===== src/design/gpa_defines.svh =====
`ifndef GPA_DEFINES_SVH
`define GPA_DEFINES_SVH
// Register byte offsets
`define GPA_OFF_CFG        6'h00
`define GPA_OFF_MODE       6'h04
`define GPA_OFF_SD_CFG     6'h08
`define GPA_OFF_ANEG_CFG   6'h0c
`define GPA_OFF_NP_CFG     6'h10
`define GPA_OFF_LB_CFG     6'h14
`define GPA_OFF_ANEG_STAT  6'h18
`define GPA_OFF_NP_STAT    6'h1c
`define GPA_OFF_LINK_STAT  6'h20
`define GPA_OFF_LDOWN_CNT  6'h24
`define GPA_OFF_STICKY     6'h28
`define GPA_OFF_TP_CFG     6'h2c
`define GPA_OFF_TP_STAT    6'h30
// Field positions
`define GPA_B_ENA          0
`define GPA_B_SGMII        0
`define GPA_B_UNIDIR       1
`define GPA_B_LOS_REACT    0
`define GPA_B_LOS_POL      1
`define GPA_B_LOS_SRC      2
`define GPA_B_LOOP         0
`define GPA_F_TP_HI        2
`define GPA_F_TP_LO        0
`define GPA_B_AN_ENA       0
`define GPA_B_AN_RESTART   1
`define GPA_B_NP_LOADED    0
`define GPA_B_AN_DONE      0
`define GPA_B_EXCH_DONE    2
`define GPA_B_LINK         0
`define GPA_B_SYNC         1
`define GPA_B_SD           2
`define GPA_B_ST_LDOWN     0
`define GPA_B_ST_PAGE      1
`define GPA_B_TP_LOCK      0
`define GPA_B_TP_ERR       1
`define GPA_W_HI           31
`define GPA_W_LO           16
`define GPA_NP_BIT         15
`define GPA_SGMII_LINK_BIT 15
// Reset values
`define GPA_RST_WORD       16'h0000
`define GPA_RST_LOS_POL    1'b1
`define GPA_RST_RDATA      32'h0000_0000
// Timing
`define GPA_CLK_PERIOD_NS  8
`define GPA_LT_SGMII_NS    1600000
`define GPA_LT_SERDES_NS   10000000
`define GPA_SYNC_LOSE      2'h3
`define GPA_SYNC_GAIN      3'h4
// Jitter pattern codes and lengths
`define GPA_JP_HF          3'h1
`define GPA_JP_LF          3'h2
`define GPA_JP_MF          3'h3
`define GPA_JP_CR_LONG     3'h4
`define GPA_JP_CR_SHORT    3'h5
`define GPA_SYM_D21_5      8'hb5
`define GPA_SYM_K28_7      8'hfc
`define GPA_SYM_K28_5      8'hbc
`define GPA_SYM_D10_2      8'h4a
`define GPA_FRM_LONG       11'h5dc
`define GPA_FRM_SHORT      11'h040
`define GPA_FRM_GAP        11'h00c
`define GPA_LFSR_SEED      8'h01
`define GPA_LFSR_TAPS      8'hb8
`endif


===== src/design/gpa_pkg.sv =====
package gpa_pkg;
  // Negotiation machine states
  typedef enum logic [2:0] {
    AN_FORCED_UP   = 3'b000,
    AN_RESTART     = 3'b001,
    AN_ABILITY     = 3'b010,
    AN_NP_WAIT     = 3'b011,
    AN_NP_EXCH     = 3'b100,
    AN_IDLE_DETECT = 3'b101,
    AN_LINK_OK     = 3'b110
  } gpa_an_state_t;

  // One code-group position on the lane, decoded
  typedef struct packed {
    logic        valid;
    logic        ctrl;
    logic        err;
    logic [7:0]  data;
    logic        cfg_valid;
    logic [15:0] cfg_word;
  } gpa_lane_t;

  // Byte-wide MAC side
  typedef struct packed {
    logic       en;
    logic       er;
    logic [7:0] data;
  } gpa_gmii_t;
endpackage


===== src/design/gpa_pcs.sv =====
`timescale 1ns/1ps
`default_nettype none
`include "gpa_defines.svh"
// Operation
// - Layer works only when enabled; mode bit picks serial GMII or 1000BASE-X.
// - One-way mode transmits data whatever the receive link state.
// - Negotiation runs only while enabled; restart pulse bit restarts it.
// - Local base page word advertised; local next page word sent per next page.
// - After base pages, page flag sets and partner base word becomes readable.
// - After next page exchange, page flag sets and partner next page captured.
// - After last page, machine goes idle-detect and exchange-done bit sets.
// - Idle-detect moves to link-good one link timer period later.
// - Link-good state raises the negotiation done status bit.
// - Link status is sync state, or partner base word bit 15 in SGMII.
// - Out of link-good states one timer period: sticky flag, counter increments.
// - Link timer is 1.6 ms in SGMII mode and 10 ms otherwise.
// - Sync status readable; dropped when lane data cannot be decoded.
// - With reaction enabled, loss of signal restarts receive and stops frames.
// - Configurable polarity applied to signal detect before use.
// - Select bit takes signal detect from SerDes or optical receiver pin.
// - Present signal detect value readable as a status bit.
// - Loop enable routes transmit coding path into receive path.
// - Non-zero pattern select replaces operation: codes 1 to 5 pick one of five jitter patterns, 6 and 7 send the K28.5 byte as data, ctrl low.
// - While patterns run, error and lock conditions recorded in test status.
module gpa_pcs #(
  parameter int unsigned LT_SGMII_CYC  = `GPA_LT_SGMII_NS / `GPA_CLK_PERIOD_NS,
  parameter int unsigned LT_SERDES_CYC = `GPA_LT_SERDES_NS / `GPA_CLK_PERIOD_NS
) (
  // Clock and reset
  input  wire logic              clk_sys,
  input  wire logic              rst_n,
  // Avalon-MM register slave
  input  wire logic [5:0]        avs_address,
  input  wire logic              avs_read,
  input  wire logic              avs_write,
  input  wire logic [31:0]       avs_writedata,
  output var  logic [31:0]       avs_readdata,
  output var  logic              avs_waitrequest,
  // MAC side
  input  wire gpa_pkg::gpa_gmii_t mac_tx,
  output var  gpa_pkg::gpa_gmii_t mac_rx,
  // SerDes lane
  input  wire gpa_pkg::gpa_lane_t lane_rx,
  output var  gpa_pkg::gpa_lane_t lane_tx,
  // Signal detect pins: SerDes and optical receiver
  input  wire logic              sd_serdes,
  input  wire logic              sd_optical
);
  localparam logic [20:0] LT_SGMII  = LT_SGMII_CYC[20:0];
  localparam logic [20:0] LT_SERDES = LT_SERDES_CYC[20:0];

  function automatic logic in_link_state(input gpa_pkg::gpa_an_state_t s);
    in_link_state = (s == gpa_pkg::AN_LINK_OK) || (s == gpa_pkg::AN_FORCED_UP);
  endfunction

  // Configuration
  logic        ena_q, sgmii_q, unidir_q, los_react_q, los_pol_q, los_src_q;
  logic        an_ena_q, restart_q, np_loaded_q, loop_q;
  logic [15:0] adv_q, local_np_q, lp_adv_q, lp_np_q;
  logic [2:0]  jp_sel_q;
  // Status
  logic        page_q, ldown_q, exch_done_q, sync_q, tp_lock_q, tp_err_q;
  logic [7:0]  ldown_cnt_q, tp_cnt_q;
  gpa_pkg::gpa_an_state_t an_q;
  logic [20:0] tmr_q, down_q;
  logic [1:0]  bad_q;
  logic [2:0]  good_q;
  logic [10:0] pat_cnt_q;
  logic [7:0]  lfsr_q;
  logic        pat_phase_q, frm_q;
  logic [15:0] cfg_tx_q;
  gpa_pkg::gpa_lane_t lane_tx_q, rx_src;
  gpa_pkg::gpa_gmii_t mac_rx_q;
  logic [31:0] rdata_q;
  logic        wait_q;

  // Bus handshake: one wait cycle, then the access completes
  logic req, acc, wr;
  assign req = avs_read | avs_write;
  assign acc = req & ~wait_q;
  assign wr  = acc & avs_write;
  function automatic logic wr_at(input logic [5:0] a, input logic [5:0] off);
    wr_at = (a == off);
  endfunction
  logic w_cfg, w_mode, w_sd, w_an, w_np, w_lb, w_st, w_tpc, w_tps;
  assign w_cfg  = wr & wr_at(avs_address, `GPA_OFF_CFG);
  assign w_mode = wr & wr_at(avs_address, `GPA_OFF_MODE);
  assign w_sd   = wr & wr_at(avs_address, `GPA_OFF_SD_CFG);
  assign w_an   = wr & wr_at(avs_address, `GPA_OFF_ANEG_CFG);
  assign w_np   = wr & wr_at(avs_address, `GPA_OFF_NP_CFG);
  assign w_lb   = wr & wr_at(avs_address, `GPA_OFF_LB_CFG);
  assign w_st   = wr & wr_at(avs_address, `GPA_OFF_STICKY);
  assign w_tpc  = wr & wr_at(avs_address, `GPA_OFF_TP_CFG);
  assign w_tps  = wr & wr_at(avs_address, `GPA_OFF_TP_STAT);

  always_ff @(posedge clk_sys) begin
    if (!rst_n) begin
      wait_q <= 1'b1;
    end else begin
      wait_q <= ~(req & wait_q);
    end
  end
  assign avs_waitrequest = wait_q;

  // Signal detect synchronisers; the first stage feeds only the second
  logic [1:0] sd_raw, sd_m_q, sd_s_q;
  assign sd_raw = {sd_optical, sd_serdes};
  genvar gi;
  generate
    for (gi = 0; gi < 2; gi++) begin : g_sd_sync
      always_ff @(posedge clk_sys) begin
        if (!rst_n) begin
          sd_m_q[gi] <= 1'b0;
          sd_s_q[gi] <= 1'b0;
        end else begin
          sd_m_q[gi] <= sd_raw[gi];
          sd_s_q[gi] <= sd_m_q[gi];
        end
      end
    end
  endgenerate
  logic sd_val, los;
  assign sd_val = (los_src_q ? sd_s_q[1] : sd_s_q[0]) ~^ los_pol_q;
  assign los    = los_react_q & ~sd_val;

  // Configuration registers
  always_ff @(posedge clk_sys) begin
    if (!rst_n) begin
      ena_q <= 1'b0; sgmii_q <= 1'b0; unidir_q <= 1'b0;
      los_react_q <= 1'b0; los_pol_q <= `GPA_RST_LOS_POL; los_src_q <= 1'b0;
      an_ena_q <= 1'b0; adv_q <= `GPA_RST_WORD; local_np_q <= `GPA_RST_WORD;
      loop_q <= 1'b0; jp_sel_q <= 3'h0;
    end else begin
      if (w_cfg) ena_q <= avs_writedata[`GPA_B_ENA];
      if (w_mode) begin
        sgmii_q  <= avs_writedata[`GPA_B_SGMII];
        unidir_q <= avs_writedata[`GPA_B_UNIDIR];
      end
      if (w_sd) begin
        los_react_q <= avs_writedata[`GPA_B_LOS_REACT];
        los_pol_q   <= avs_writedata[`GPA_B_LOS_POL];
        los_src_q   <= avs_writedata[`GPA_B_LOS_SRC];
      end
      if (w_an) begin
        an_ena_q <= avs_writedata[`GPA_B_AN_ENA];
        adv_q    <= avs_writedata[`GPA_W_HI:`GPA_W_LO];
      end
      if (w_np) local_np_q <= avs_writedata[`GPA_W_HI:`GPA_W_LO];
      if (w_lb) loop_q <= avs_writedata[`GPA_B_LOOP];
      if (w_tpc) jp_sel_q <= avs_writedata[`GPA_F_TP_HI:`GPA_F_TP_LO];
    end
  end

  // Receive source: loop takes the registered transmit lane
  assign rx_src = loop_q ? lane_tx_q : lane_rx;

  // Synchronisation: lose on three bad symbols, regain on four good
  always_ff @(posedge clk_sys) begin
    if (!rst_n) begin
      sync_q <= 1'b0; bad_q <= 2'h0; good_q <= 3'h0;
    end else if (!ena_q || los) begin
      sync_q <= 1'b0; bad_q <= 2'h0; good_q <= 3'h0;
    end else if (rx_src.valid) begin
      if (rx_src.err) begin
        good_q <= 3'h0;
        if (bad_q == `GPA_SYNC_LOSE - 2'h1) begin
          sync_q <= 1'b0;
          bad_q  <= 2'h0;
        end else if (sync_q) begin
          bad_q <= bad_q + 2'h1;
        end
      end else begin
        bad_q <= 2'h0;
        if (good_q == `GPA_SYNC_GAIN - 3'h1) begin
          sync_q <= 1'b1;
        end else begin
          good_q <= good_q + 3'h1;
        end
      end
    end
  end

  // Negotiation machine
  logic [20:0] lt_cyc;
  logic        tmr_done, an_go, rx_page;
  assign lt_cyc   = sgmii_q ? LT_SGMII : LT_SERDES;
  assign tmr_done = (tmr_q >= lt_cyc - 21'h1);
  assign an_go    = ena_q & an_ena_q;
  assign rx_page  = rx_src.cfg_valid & sync_q;

  gpa_pkg::gpa_an_state_t an_d;
  always_comb begin
    an_d = an_q;
    case (an_q)
      gpa_pkg::AN_FORCED_UP:   if (an_go) an_d = gpa_pkg::AN_RESTART;
      gpa_pkg::AN_RESTART:     if (tmr_done) an_d = gpa_pkg::AN_ABILITY;
      gpa_pkg::AN_ABILITY: begin
        if (rx_page) begin
          if (!sgmii_q && adv_q[`GPA_NP_BIT] && rx_src.cfg_word[`GPA_NP_BIT]) an_d = gpa_pkg::AN_NP_WAIT;
          else an_d = gpa_pkg::AN_IDLE_DETECT;
        end
      end
      gpa_pkg::AN_NP_WAIT:     if (np_loaded_q) an_d = gpa_pkg::AN_NP_EXCH;
      gpa_pkg::AN_NP_EXCH: begin
        if (rx_page) begin
          if (local_np_q[`GPA_NP_BIT] && rx_src.cfg_word[`GPA_NP_BIT]) an_d = gpa_pkg::AN_NP_WAIT;
          else an_d = gpa_pkg::AN_IDLE_DETECT;
        end
      end
      gpa_pkg::AN_IDLE_DETECT: if (tmr_done) an_d = gpa_pkg::AN_LINK_OK;
      gpa_pkg::AN_LINK_OK:     an_d = gpa_pkg::AN_LINK_OK;
      default:                 an_d = gpa_pkg::AN_RESTART;
    endcase
    if (!an_go) an_d = gpa_pkg::AN_FORCED_UP;
    else if (restart_q || los || (!sync_q && an_q != gpa_pkg::AN_RESTART)) an_d = gpa_pkg::AN_RESTART;
  end

  always_ff @(posedge clk_sys) begin
    if (!rst_n) begin
      an_q  <= gpa_pkg::AN_FORCED_UP;
      tmr_q <= 21'h0;
    end else begin
      an_q  <= an_d;
      tmr_q <= (an_d != an_q) ? 21'h0 : tmr_q + 21'h1;
    end
  end

  // One-shot bits: restart lasts one cycle after its write; next page loaded clears once acted on or on restart
  always_ff @(posedge clk_sys) begin
    if (!rst_n) begin
      restart_q   <= 1'b0;
      np_loaded_q <= 1'b0;
    end else begin
      restart_q <= w_an & avs_writedata[`GPA_B_AN_RESTART];
      if (w_np & avs_writedata[`GPA_B_NP_LOADED]) np_loaded_q <= 1'b1;
      else if (an_q == gpa_pkg::AN_NP_WAIT || an_d == gpa_pkg::AN_RESTART) np_loaded_q <= 1'b0;
    end
  end

  // Partner words, page flag, exchange-done bit
  logic page_set, ldown_set;
  assign page_set = rx_page & (an_q == gpa_pkg::AN_ABILITY || an_q == gpa_pkg::AN_NP_EXCH);
  always_ff @(posedge clk_sys) begin
    if (!rst_n) begin
      lp_adv_q <= `GPA_RST_WORD; lp_np_q <= `GPA_RST_WORD;
      page_q <= 1'b0; exch_done_q <= 1'b0;
    end else begin
      if (page_set && an_q == gpa_pkg::AN_ABILITY) lp_adv_q <= rx_src.cfg_word;
      if (page_set && an_q == gpa_pkg::AN_NP_EXCH) lp_np_q <= rx_src.cfg_word;
      // Set beats a simultaneous write-one clear
      page_q <= page_set | (page_q & ~(w_st & avs_writedata[`GPA_B_ST_PAGE]));
      if (an_d == gpa_pkg::AN_IDLE_DETECT && an_q != gpa_pkg::AN_IDLE_DETECT) exch_done_q <= 1'b1;
      else if (an_d == gpa_pkg::AN_RESTART || an_d == gpa_pkg::AN_FORCED_UP) exch_done_q <= 1'b0;
    end
  end

  // Link-down surveillance
  assign ldown_set = ena_q & ~in_link_state(an_q) & (down_q >= lt_cyc - 21'h1);
  always_ff @(posedge clk_sys) begin
    if (!rst_n) begin
      down_q <= 21'h0; ldown_q <= 1'b0; ldown_cnt_q <= 8'h0;
    end else begin
      down_q <= (!ena_q || in_link_state(an_q) || ldown_set) ? 21'h0 : down_q + 21'h1;
      ldown_q <= ldown_set | (ldown_q & ~(w_st & avs_writedata[`GPA_B_ST_LDOWN]));
      if (ldown_set) ldown_cnt_q <= ldown_cnt_q + 8'h1;
    end
  end

  logic link_stat;
  assign link_stat = sgmii_q ? lp_adv_q[`GPA_SGMII_LINK_BIT] : sync_q;

  // Jitter pattern generator
  logic       pat_on;
  logic [10:0] frm_len;
  assign pat_on  = ena_q & (jp_sel_q != 3'h0);
  assign frm_len = (jp_sel_q == `GPA_JP_CR_LONG) ? `GPA_FRM_LONG : `GPA_FRM_SHORT;
  always_ff @(posedge clk_sys) begin
    if (!rst_n || !pat_on) begin
      pat_cnt_q <= 11'h0; lfsr_q <= `GPA_LFSR_SEED; pat_phase_q <= 1'b0; frm_q <= 1'b0;
    end else begin
      pat_phase_q <= ~pat_phase_q;
      lfsr_q <= lfsr_q[0] ? ((lfsr_q >> 1) ^ `GPA_LFSR_TAPS) : (lfsr_q >> 1);
      if (pat_cnt_q >= (frm_q ? frm_len : `GPA_FRM_GAP) - 11'h1) begin
        pat_cnt_q <= 11'h0;
        frm_q     <= ~frm_q;
      end else begin
        pat_cnt_q <= pat_cnt_q + 11'h1;
      end
    end
  end

  // Jitter test status: lock while sync holds, errors sticky and counted
  always_ff @(posedge clk_sys) begin
    if (!rst_n) begin
      tp_lock_q <= 1'b0; tp_err_q <= 1'b0; tp_cnt_q <= 8'h0;
    end else begin
      tp_lock_q <= pat_on & sync_q;
      tp_err_q  <= (pat_on & rx_src.valid & rx_src.err) |
                   (tp_err_q & ~(w_tps & avs_writedata[`GPA_B_TP_ERR]));
      if (w_tps & avs_writedata[`GPA_B_TP_ERR]) tp_cnt_q <= 8'h0;
      else if (pat_on && rx_src.valid && rx_src.err && tp_cnt_q != 8'hff) tp_cnt_q <= tp_cnt_q + 8'h1;
    end
  end

  // Transmit path
  logic tx_data_ok;
  assign tx_data_ok = unidir_q | (in_link_state(an_q) & (an_go | sync_q));
  gpa_pkg::gpa_lane_t lane_tx_d;
  always_comb begin
    lane_tx_d = '0;
    if (!ena_q) begin
      lane_tx_d = '0;
    end else if (pat_on) begin
      lane_tx_d.valid = 1'b1;
      case (jp_sel_q)
        `GPA_JP_HF: lane_tx_d.data = `GPA_SYM_D21_5;
        `GPA_JP_LF: begin
          lane_tx_d.ctrl = 1'b1;
          lane_tx_d.data = `GPA_SYM_K28_7;
        end
        `GPA_JP_MF: begin
          lane_tx_d.ctrl = ~pat_phase_q;
          lane_tx_d.data = pat_phase_q ? `GPA_SYM_D10_2 : `GPA_SYM_K28_5;
        end
        `GPA_JP_CR_LONG, `GPA_JP_CR_SHORT: begin
          lane_tx_d.ctrl = ~frm_q;
          lane_tx_d.data = frm_q ? lfsr_q : `GPA_SYM_K28_5;
        end
        default: lane_tx_d.data = `GPA_SYM_K28_5;
      endcase
    end else if (tx_data_ok) begin
      lane_tx_d.valid = 1'b1;
      lane_tx_d.ctrl  = ~mac_tx.en;
      lane_tx_d.err   = mac_tx.er;
      lane_tx_d.data  = mac_tx.en ? mac_tx.data : `GPA_SYM_K28_5;
    end else if (an_q == gpa_pkg::AN_IDLE_DETECT) begin
      lane_tx_d.valid = 1'b1;
      lane_tx_d.ctrl  = 1'b1;
      lane_tx_d.data  = `GPA_SYM_K28_5;
    end else begin
      lane_tx_d.valid     = 1'b1;
      lane_tx_d.ctrl      = 1'b1;
      lane_tx_d.data      = `GPA_SYM_K28_5;
      lane_tx_d.cfg_valid = 1'b1;
      lane_tx_d.cfg_word  = cfg_tx_q;
    end
  end

  always_ff @(posedge clk_sys) begin
    if (!rst_n) begin
      cfg_tx_q  <= `GPA_RST_WORD;
      lane_tx_q <= '0;
    end else begin
      case (an_d)
        gpa_pkg::AN_ABILITY: cfg_tx_q <= adv_q;
        gpa_pkg::AN_NP_EXCH: cfg_tx_q <= local_np_q;
        gpa_pkg::AN_NP_WAIT: cfg_tx_q <= cfg_tx_q;
        default:             cfg_tx_q <= `GPA_RST_WORD;
      endcase
      lane_tx_q <= lane_tx_d;
    end
  end
  assign lane_tx = lane_tx_q;

  // Receive path to the MAC; frames stop on loss of signal or lost sync
  logic rx_ok;
  assign rx_ok = ena_q & sync_q & ~los & ~pat_on;
  always_ff @(posedge clk_sys) begin
    if (!rst_n) begin
      mac_rx_q <= '0;
    end else begin
      mac_rx_q.en   <= rx_ok & rx_src.valid & ~rx_src.ctrl & ~rx_src.cfg_valid;
      mac_rx_q.er   <= rx_ok & rx_src.valid & rx_src.err;
      mac_rx_q.data <= rx_ok ? rx_src.data : 8'h00;
    end
  end
  assign mac_rx = mac_rx_q;

  // Read mux; unmapped offsets read zero
  logic [31:0] rd;
  always_comb begin
    rd = `GPA_RST_RDATA;
    case (avs_address)
      `GPA_OFF_CFG:       rd[`GPA_B_ENA] = ena_q;
      `GPA_OFF_MODE:      rd[1:0] = {unidir_q, sgmii_q};
      `GPA_OFF_SD_CFG:    rd[2:0] = {los_src_q, los_pol_q, los_react_q};
      `GPA_OFF_ANEG_CFG:  rd = {adv_q, 14'h0, restart_q, an_ena_q};
      `GPA_OFF_NP_CFG:    rd = {local_np_q, 15'h0, np_loaded_q};
      `GPA_OFF_LB_CFG:    rd[0] = loop_q;
      `GPA_OFF_ANEG_STAT: rd = {lp_adv_q, 13'h0, exch_done_q, page_q, an_q == gpa_pkg::AN_LINK_OK};
      `GPA_OFF_NP_STAT:   rd = {lp_np_q, 16'h0};
      `GPA_OFF_LINK_STAT: rd[7:0] = {1'b0, an_q, 1'b0, sd_val, sync_q, link_stat};
      `GPA_OFF_LDOWN_CNT: rd[7:0] = ldown_cnt_q;
      `GPA_OFF_STICKY:    rd[1:0] = {page_q, ldown_q};
      `GPA_OFF_TP_CFG:    rd[2:0] = jp_sel_q;
      `GPA_OFF_TP_STAT:   rd = {16'h0, tp_cnt_q, 6'h0, tp_err_q, tp_lock_q};
      default:            rd = `GPA_RST_RDATA;
    endcase
  end

  always_ff @(posedge clk_sys) begin
    if (!rst_n) begin
      rdata_q <= `GPA_RST_RDATA;
    end else if (req & wait_q & avs_read) begin
      rdata_q <= rd;
    end
  end
  assign avs_readdata = rdata_q;
endmodule
`default_nettype wire


===== config.mk =====
export PLATFORM = sky130hd
export DESIGN_NAME = gpa_pcs
export DESIGN_NICKNAME = d
export VERILOG_FILES = /design/src/design/gpa_pkg.sv /design/src/design/gpa_pcs.sv
export VERILOG_INCLUDE_DIRS = /design/src /design/src/design
export SDC_FILE = /design/constraint.sdc
export NUM_CORES = 1
export LEC_CHECK = 0
export ABC_CLOCK_PERIOD_IN_PS = 8300
export BUFFER_PORTS_ARGS = -buffer_cell sky130_fd_sc_hd__buf_2
export CAP_MARGIN = 40
export CORE_MARGIN = 3
export CORE_UTILIZATION = 55
export CTS_CLUSTER_SIZE = 8
export DETAILED_ROUTE_END_ITERATION = 12
export GPL_ROUTABILITY_DRIVEN = 0
export GPL_TIMING_DRIVEN = 0
export HOLD_SLACK_MARGIN = 0.06
export PLACE_DENSITY_LB_ADDON = 0.12
export SYNTH_ARGS = -nofsm -noshare
export SYNTH_HDL_FRONTEND = slang
export SYNTH_SLANG_ARGS = --single-unit

===== constraint.sdc =====
create_clock -name clk_sys -period 8.3 [get_ports clk_sys]
set_input_delay 0.83 -clock clk_sys [delete_from_list [all_inputs] [get_ports clk_sys]]
set_output_delay 0.83 -clock clk_sys [all_outputs]
set_load 0.05 [all_outputs]

# Word-level counts from Yosys, hierarchy flattened
# Index checks and enable logic that the tools add are counted.
dict set report totals {
  input_bits 82
  register_bits 261
  output_inout_bits 71
  elab_cells 256
}
dict set report classes {
  n_reduce_logical 48
  n_mux 45
  eq_ne 37
  magnitude_cmp 3
  bitwise_logic 65
  n_addsub 9
}
# op count
set op_table {}
lappend op_table {{case mux 24 bit (5 select lines)} 1}
lappend op_table {{case mux 16 bit (3 select lines)} 1}
lappend op_table {{adder 21 x 1 -> 21 bit (second input constant)} 2}
lappend op_table {{greater-or-equal comparator 21 bit} 2}
lappend op_table {{2-to-1 mux 8 bit} 5}
lappend op_table {{AND 1 bit} 39}
lappend op_table {{2-to-1 mux 3 bit} 11}
lappend op_table {{case mux 8 bit (4 select lines)} 1}
lappend op_table {{equality test 6 bit (second input constant)} 5}
lappend op_table {{2-to-1 mux 28 bit} 1}
lappend op_table {{equality test 6 x 5 -> 1 bit (second input constant)} 4}
lappend op_table {{2-to-1 mux 11 bit} 2}
lappend op_table {{equality test 3 x 2 -> 1 bit (second input constant)} 7}
lappend op_table {{equality test 3 bit (second input constant)} 7}
lappend op_table {{2-to-1 mux 21 bit} 1}
lappend op_table {{subtractor 21 x 1 -> 21 bit (second input constant)} 1}
lappend op_table {{NOT 1 bit} 18}
lappend op_table {{case mux 3 bit (6 select lines)} 1}
lappend op_table {{2-to-1 mux 17 bit} 1}
lappend op_table {{adder 8 x 1 -> 8 bit (second input constant)} 2}
lappend op_table {{OR reduction 2 bit} 8}
lappend op_table {{equality test 6 x 4 -> 1 bit (second input constant)} 2}
lappend op_table {{case mux 1 bit (12 select lines)} 1}
lappend op_table {{adder 11 x 1 -> 11 bit (second input constant)} 1}
lappend op_table {{35 further kinds} 83}

# Depth between registers and ports, before layout
# Gate-level depths: netlist (run 1).
dict set report depth {
  word_depth 12
  ltp_mapped 12
  ltp_nobuf 9
}

# Worst setup path before layout (run 1)
# OpenSTA, ideal clock, no wires.
dict set report synth_path {
  kind {flip-flop to flip-flop}
  startpoint {register sgmii_q}
  endpoint {register cfg_tx_q[10]}
  required_time_ps 8181
  slack_ps 4881
  synth_period_minus_slack_ps 3419
  stages_incl_launch_ff 13
  setup_ps 119
  t_arrival_ps 3301
  n_path_buf 3
  cell_sequence {dfxtp_1 inv_1 ha_1 nand4_1 or4_1 a31oi_1 a211oi_2 or3b_1 buf_2 or2_1 buf_2 buf_6 o221a_1}
}
dict set report synth_between {
  elab_chain_len 10
  elab_cells_between_ends 17
  classes_between {1 x add/sub; 1 x order compare; 3 x eq/ne; 9 x mux; 3 x reduce/logical}
}
# item line
set synth_lines {}
lappend synth_lines {{from (decl)} gpa_pcs.sv:57} ;# logic ena_q, sgmii_q, unidir_q, los_react_q, los_pol_q, los_src_q;
lappend synth_lines {{from (signal assigned)} gpa_pcs.sv:136} ;# sgmii_q <= avs_writedata[`GPA_B_SGMII];
lappend synth_lines {{parallel branches: the longest is 5 deep, another holds subtractor 21 x 1 -> 21 bit} n/a}
lappend synth_lines {{case mux 3 bit (6 select lines) *} gpa_pcs.sv:194} ;# case (an_q)
lappend synth_lines {{2-to-1 mux 3 bit *} gpa_pcs.sv:215} ;# else if (restart_q || los || (!sync_q && an_q != gpa_pkg::AN_RESTART)) an_d = gpa_pkg::AN_RESTART;
lappend synth_lines {{2-to-1 mux 3 bit *} gpa_pcs.sv:214} ;# if (!an_go) an_d = gpa_pkg::AN_FORCED_UP;
lappend synth_lines {{equality test 3 x 2 -> 1 bit or equality test 3 bit (tied branches)} gpa_pcs.sv:354} ;# case (an_d)
lappend synth_lines {{case mux 16 bit (3 select lines)} gpa_pcs.sv:354}
lappend synth_lines {{to (signal assigned)} gpa_pcs.sv:355} ;# gpa_pkg::AN_ABILITY: cfg_tx_q <= adv_q;
lappend synth_lines {{to (signal assigned)} gpa_pcs.sv:356} ;# gpa_pkg::AN_NP_EXCH: cfg_tx_q <= local_np_q;
lappend synth_lines {{to (signal assigned)} gpa_pcs.sv:357} ;# gpa_pkg::AN_NP_WAIT: cfg_tx_q <= cfg_tx_q;
lappend synth_lines {{to (decl)} gpa_pcs.sv:71} ;# logic [15:0] cfg_tx_q;
# Mark *: on every way between the ends.
# A chain may end at the register's enable or synchronous reset.

# Worst setup path in the final report (run 1)
dict set report layout_path {
  startpoint {register sgmii_q}
  endpoint {register cfg_tx_q[11]}
}
# Same word-level chain as after synthesis.

==> flow_metrics.py, run 1 <==
metrics = {
    "logic_synthesis": {
        "synth.top_cell.area_share": 0.4468,
        "syn_avg_cell_area_um2": 8.708,
        "synth_top_area_cell": "dfxtp_1",
        "synth_warnings": 0,
        "mappedNetlistNets": 1460,
        "ys_types": 70,
        "syn_inst": 1343,
        "synth_most_common_cell": "dfxtp_1",
        "yosysSeqAreaShare": 0.4468,
        "synth.area.top_cells": "dfxtp_1 (45%), a21oi_1 (5.5%), nor2_1 (5.3%)",
        "synth_flop_cell": "dfxtp_1",
        "synth-seq-cells": 261,
        "synth_edf_count": 0,
        "async_reset_ff_frac": 0,
        "ys_top_cells_by_count": "dfxtp_1 (261), nor2_1 (166), nand2_1 (138), a21oi_1 (129), clkbuf_1 (64)",
        "syn_area_um2": 11690,
    },
    "pwr": {
        "power.leakage_nw": 5.077,
        "power.internal_mw": 2.098,
        "p_seq_frac": 0.469,
        "ir_drop_v": 0.0001377,
        "power_density_nw_per_um2": 196.1,
        "p_clk_frac": 0.496,
        "p_comb_frac": 0.035,
        "p_sw_frac": 0.2213,
        "p_sw_uw": 596.3,
    },
    "placement": {
        "hpwl_mm": 25.09,
        "portBuffers": 137,
    },
    "global_route": {
        "grt_pass1_wl_mm": 54.62,
        "grt_max_degree": 14,
        "use_met3": 0.04408,
        "track_usage": 0.2873,
        "gr-usage-met2": 0.4797,
        "grt_pass1_vias": 10300,
        "antenna_found_initial": 0,
        "grt_overflow": 0,
        "globalRoute.busiestLayer": "met2",
        "grtUsageMet1": 0.3657,
    },
    "cells_and_area": {
        "fin_util": 0.6681,
        "fin_nets": 1641,
        "area_growth_pct": 17.46,
        "antennaDiodeCount": 0,
        "drive_gt1_frac": 0.1482,
        "fill_cells": 1763,
    },
    "critical_path": {
        "cp_num_buf_inv": 3,
        "r2r-start": "sgmii_q",
        "path_cells": "inv_1 > ha_1 > nand4_1 > or4_1 > a31oi_1 > a21oi_1 > a41oi_1 > clkbuf_1 > clkbuf_1 > a21oi_1 > o221a_1",
        "reg2reg_depth": 11,
        "worst_path_max_delay_cell": "dfxtp_1",
        "crit_type": "reg2reg",
        "required_ns": 8.70,
        "worstPathArrival_ns": 4.97,
        "startpoint_type": "register",
        "end_kind": "register",
        "regToRegSetupSlack_ns": 3.74,
        "critPathMaxFanout": 13,
        "slowest_delay_ns": 0.71,
        "r2r_end": "cfg_tx_q[11]",
        "cp_top_family": "buffers and inverters",
    },
    "floorplanning": {
        "die_y_um": 151.8,
        "dieArea_um2": 23050,
        "die_width_um": 151.8,
        "ios": 153,
        "start_util": 0.5688,
        "core-area_um2": 20560,
        "rows": 52,
    },
    "sta": {
        "setup_tns_ns": 0,
        "worstMarginPinSlew_ns": 0.9026,
        "timing.fmax_mhz": 219.2,
        "period_share": 0.5495,
        "rsz0062_at_grt": "false",
        "clock_skew_ns": 0.01384,
        "slew_headroom": 0.3927,
        "setup_viol": 0,
        "slew_viol_final": 0,
        "min_period_ns": 4.561,
        "hold_viol": 0,
    },
    "routing": {
        "vias": 10590,
        "drc": 0,
        "first_iter_violations": 871,
        "wl_mm": 34.10,
        "first_pass_iters": 5,
        "postRouteAntennaNets": 0,
        "routed_via_density": 5.899,
        "post_drt_wl_per_cell_um": 19.00,
    },
    "clock_network": {
        "holdBufCountCts": 0,
        "cts_resized": 0,
        "cts_root_buffer": "clkbuf_16",
        "h-tree-depth": 2,
        "clk_path_buf_depth": 3,
        "path_clk_slew_ns": 0.05,
        "cts_tree": "done",
        "insertion_delay_ns": 0.51,
        "cts_made_buffers": 38,
        "postCtsSetupBuffers": 0,
        "clock-sinks": 261,
    },
    "hold_path": {
        "hold_end": "sd_s_q[0]",
        "whs_path_depth": 1,
        "hold_start": "sd_m_q[0]",
        "min_path_type": "reg2reg",
    },
    "outcome": {
        "status": "finished, final reports clean",
    },
    "flow_run": {
        "max_cap_violations": 0,
    },
}
==> per-layer routing <==
layer / share of wire / vias up
met1: 0.42 / 4980
li1: - / 5104
met4: 0.048 / 0
met5: 0 / -
met2: 0.48 / 390
met3: 0.058 / 114
==> layout by cell type, fill, tap and decap left out, types with 9 or more instances in the layout <==
master,count
nor3_1,23
nand4_1,13
dfxtp_1,261
xor2_1,36
and2_1,42
a21oi_1,129
o21ai_0,28
clkbuf_1,64
nand3_1,45
o221a_1,10
nor4_2,18
and3_1,20
mux2i_1,38
nor4_1,9
nand2_1,138
ha_1,35
a211oi_1,40
a22oi_1,44
buf_2,145
nand2b_1,10
xnor2_1,24
clkbuf_16,38
nor2_1,166
inv_1,37
==> stage by stage <==
step           hold WS, ns  setup slack, ns  instance area (µm²)  cells  total power, mW
6_report            0.4296            3.739                13740   1795            2.694
5_1_grt             0.4501            3.477                13740   1795            2.768
4_1_cts             0.4311            3.830                13740   1795            2.704
3_5_place_dp        0.4245            3.871                12740   1754            1.380
3_3_place_gp        0.4136            3.889                12720   1750            1.379
2_1_floorplan       0.3887            4.881                11700   1343            1.338
==> final cells by class <==
type | instances | area, µm² | area share
plain buffers | 76 | 321.6 | 0.02341
clock buffers | 38 | 950.9 | 0.06922
clock inverters | 3 | 41.29 | 0.003006
inverters | 38 | 142.6 | 0.01038
multi-input cells | 968 | 6006 | 0.4372
flip-flops and latches | 261 | 5225 | 0.3804
well taps | 270 | 337.8 | 0.02459
repair buffers | 141 | 711.9 | 0.05183
==> logic make-up (layout without fill, tap and decap cells) <==
| kind of cell | after synthesis | in the layout | synth area share |
|---|---|---|---|
| simple gates | 523 | 523 | 0.2215 |
| flops | 261 | 261 | 0.4468 |
| fa+ha+maj | 35 | 35 | 0.03745 |
| compound gates | 306 | 306 | 0.1717 |
| xor+xnor | 60 | 60 | 0.04493 |
| buf+inv | 114 | 296 | 0.03969 |
| other cells | 1 | 1 | 0.0003207 |
| mux | 43 | 43 | 0.03766 |
==> how the worst max path moves through the flow <==
stage	start	to	slack, ns	cells after the start
after global placement	sgmii_q	cfg_tx_q[10]	3.89	11
after floorplan	sgmii_q	cfg_tx_q[10]	4.88	12
after global routing	sgmii_q	cfg_tx_q[11]	3.48	11
after CTS	sgmii_q	cfg_tx_q[11]	3.83	11
after detailed placement	sgmii_q	cfg_tx_q[10]	3.87	11
final	sgmii_q	cfg_tx_q[11]	3.74	11
==> sequential cells by signal (all words and copies together), names as in the netlist, 8 cells and up <==
signal / cells
adv_q: 16
local_np_q: 16
lp_np_q: 16
avs_readdata: 32
cfg_tx_q: 16
mac_rx: 10
ldown_cnt_q: 8
pat_cnt_q: 11
lfsr_q: 8
lane_tx: 28
tmr_q: 21
down_q: 21
tp_cnt_q: 8
lp_adv_q: 16
==> power groups by stage <==
stage               registers (mW)  logic (mW)  clock network (mW)
floorplan                     1.30      0.0417                   0
global placement              1.29      0.0906                   0
detailed placement            1.29      0.0911                   0
CTS                           1.26      0.0916                1.35
global route                  1.26       0.100                1.40
finish                        1.26      0.0932                1.34
==> worst reg2reg max path: cells and delay by family, from the launching register on <==
kind	cells	cell delay, ns
flip-flops	1	0.71
adder cells (fa/ha/maj)	1	0.43
AND/OR/NAND/NOR	2	0.68
AO/OA/AOI/OAI	5	1.17
buffers and inverters	3	1.45
Note: power is estimated with default switching activity, not from simulation.
==> run 2, diff against run 1 <==
--- a/config.mk
+++ b/config.mk
@@ -6,7 +6,7 @@
 export SDC_FILE = /design/constraint.sdc
 export NUM_CORES = 1
 export LEC_CHECK = 0
-export ABC_CLOCK_PERIOD_IN_PS = 8300
+export ABC_CLOCK_PERIOD_IN_PS = 4360
 export BUFFER_PORTS_ARGS = -buffer_cell sky130_fd_sc_hd__buf_2
 export CAP_MARGIN = 40
 export CORE_MARGIN = 3
==> constraint.sdc (replaced) <==
create_clock -name clk_sys -period 4.36 [get_ports clk_sys]
set_input_delay 0.436 -clock clk_sys [delete_from_list [all_inputs] [get_ports clk_sys]]
set_output_delay 0.436 -clock clk_sys [all_outputs]
set_load 0.05 [all_outputs]
==> flow_metrics.py, run 2 (synthesized netlist as in run 1, its figures left out) <==
metrics = {
    "critical_path": {
        "slowest_delay_ns": 0.54,
        "r2r_end": "cfg_tx_q[6]",
        "required_ns": 4.76,
        "worstPathArrival_ns": 4.41,
        "end_kind": "register",
        "worst_path_max_delay_cell": "or4_1",
        "r2r-start": "sgmii_q",
        "crit_type": "reg2reg",
        "regToRegSetupSlack_ns": 0.35,
        "critPathMaxFanout": 13,
        "crit_top_cell": "buf_2",
        "reg2reg_depth": 12,
        "path_cells": "inv_1 > ha_1 > nand4_1 > or4_1 > a31oi_1 > a211oi_2 > or3b_1 > buf_2 > or2_1 > buf_2 > buf_6 > o221a_1",
        "startpoint_type": "register",
    },
    "cells_and_area": {
        "layout_commonest_cell": "dfxtp_1",
        "drive_gt1_frac": 0.1502,
        "antennaDiodeCount": 0,
        "fin_nets": 1641,
        "layout_common_cells": "dfxtp_1 (260), nor2_1 (166), buf_2 (145)",
        "area_growth_pct": 17.49,
        "largest_reg_flops": 32,
        "fill_cells": 1764,
    },
    "floorplanning": {
        "core-area_um2": 20560,
        "dieArea_um2": 23050,
        "start_util": 0.5688,
        "die_y_um": 151.8,
        "die_width_um": 151.8,
        "rows": 52,
        "ios": 153,
    },
    "routing": {
        "post_drt_wl_per_cell_um": 19.00,
        "first_pass_iters": 5,
        "vias": 10680,
        "postRouteAntennaNets": 0,
        "drc": 0,
        "wl_mm": 34.10,
        "routed_via_density": 5.947,
        "first_iter_violations": 876,
    },
    "pwr": {
        "power.leakage_nw": 5.082,
        "p_sw_mw": 1.129,
        "p_sw_frac": 0.2204,
        "power_density_nw_per_um2": 372.8,
        "ir_drop_v": 0.0002630,
        "p_comb_frac": 0.035,
        "p_clk_frac": 0.495,
        "power.internal_mw": 3.994,
        "p_total_mw": 5.123,
        "p_seq_frac": 0.470,
    },
    "sta": {
        "period_share": 0.9194,
        "slew_headroom": 0.3464,
        "rsz0062_at_grt": "false",
        "min_period_ns": 4.008,
        "setup_viol": 0,
        "hold_viol": 0,
        "setup_slack_ns": 0.3515,
        "worstMarginPinSlew_ns": 0.9714,
        "timing.fmax_mhz": 249.5,
        "hold_slack_ns": 0.1607,
        "slew_viol_final": 0,
        "clock_skew_ns": 0.01352,
    },
    "clock_network": {
        "cts_resized": 1,
        "postCtsSetupBuffers": 0,
        "insertion_delay_ns": 0.51,
        "path_clk_slew_ns": 0.05,
        "clk_path_buf_depth": 3,
        "clock-sinks": 261,
        "cts_made_buffers": 38,
        "holdBufCountCts": 0,
        "cts_root_buffer": "clkbuf_16",
        "h-tree-depth": 2,
        "cts_tree": "done",
    },
    "placement": {
        "pre_cts_ws_ns": -0.06912,
        "portBuffers": 137,
        "hpwl_mm": 25.09,
    },
    "global_route": {
        "grt_overflow": 0,
        "grt_pass1_wl_mm": 54.62,
        "antenna_found_initial": 0,
        "grt_max_degree": 14,
        "track_usage": 0.2873,
        "grt_pass1_vias": 10300,
    },
    "hold_path": {
        "hold_start": "avs_write",
        "whs_path_depth": 2,
        "min_path_type": "in2reg",
        "hold_end": "avs_waitrequest",
    },
    "outcome": {
        "status": "finished, final reports clean",
    },
    "flow_run": {
        "max_cap_violations": 0,
    },
}
## run 2: cell counts in the layout (fill, tap and decap cells not counted)
No cell type changed its count.
## run 2: cell type report
type,instances,area [µm²],area share
Buffer,76,324.1,0.02358
Clock buffer,38,950.9,0.06920
Clock inverter,3,41.29,0.003005
Inverter,38,142.6,0.01038
Multi-Input combinational cell,968,6006,0.4371
Sequential cell,261,5226,0.3803
Tap cell,270,337.8,0.02459
Timing Repair Buffer,141,711.9,0.05181
## run 2: worst max-delay path, delay by kind of cell (launching register included)
| kind | cells | cell delay, ns |
|---|---|---|
| flip-flops | 1 | 0.52 |
| AND/OR/NAND/NOR | 4 | 1.32 |
| buffers and inverters | 4 | 0.88 |
| AO/OA/AOI/OAI | 3 | 0.74 |
| adder cells (fa/ha/maj) | 1 | 0.40 |
## run 2: power groups by stage
stage               clock network, mW  registers (mW)  logic [mW]
finish                           2.54            2.41       0.177
global route                     2.67            2.40       0.191
CTS                              2.57            2.41       0.174
detailed placement                  0            2.45       0.173
global placement                    0            2.45       0.172
floorplan                           0            2.47      0.0794
## run 2: worst max-delay path by stage
stage	end	depth (start not counted)	slack, ns	start
floorplan	cfg_tx_q[10]	12	0.94	sgmii_q
global placement	cfg_tx_q[10]	11	-0.05	sgmii_q
detailed placement	cfg_tx_q[10]	11	-0.07	sgmii_q
CTS	cfg_tx_q[11]	11	0.08	sgmii_q
global route	cfg_tx_q[6]	12	0.19	sgmii_q
finish	cfg_tx_q[6]	12	0.35	sgmii_q
## run 2: layer usage
layer  up-vias  part of all wire  global-route usage
met4         0             0.051              0.1374
li1       5104                 -                   -
met1      5004              0.41              0.3657
met5         -                 0                   0
met3       118             0.064             0.04408
met2       449              0.48              0.4797
## run 2: stage by stage
stage          setup TNS, ns    util  area [µm²]  std cells
3_5_place_dp         -0.4476  0.6199       12740       1754
5_1_grt                    0  0.6683       13740       1795
3_3_place_gp         -0.3126  0.6186       12720       1750
4_1_cts                    0  0.6682       13740       1795
2_1_floorplan              0       -       11700       1343
6_report                   0  0.6683       13740       1795
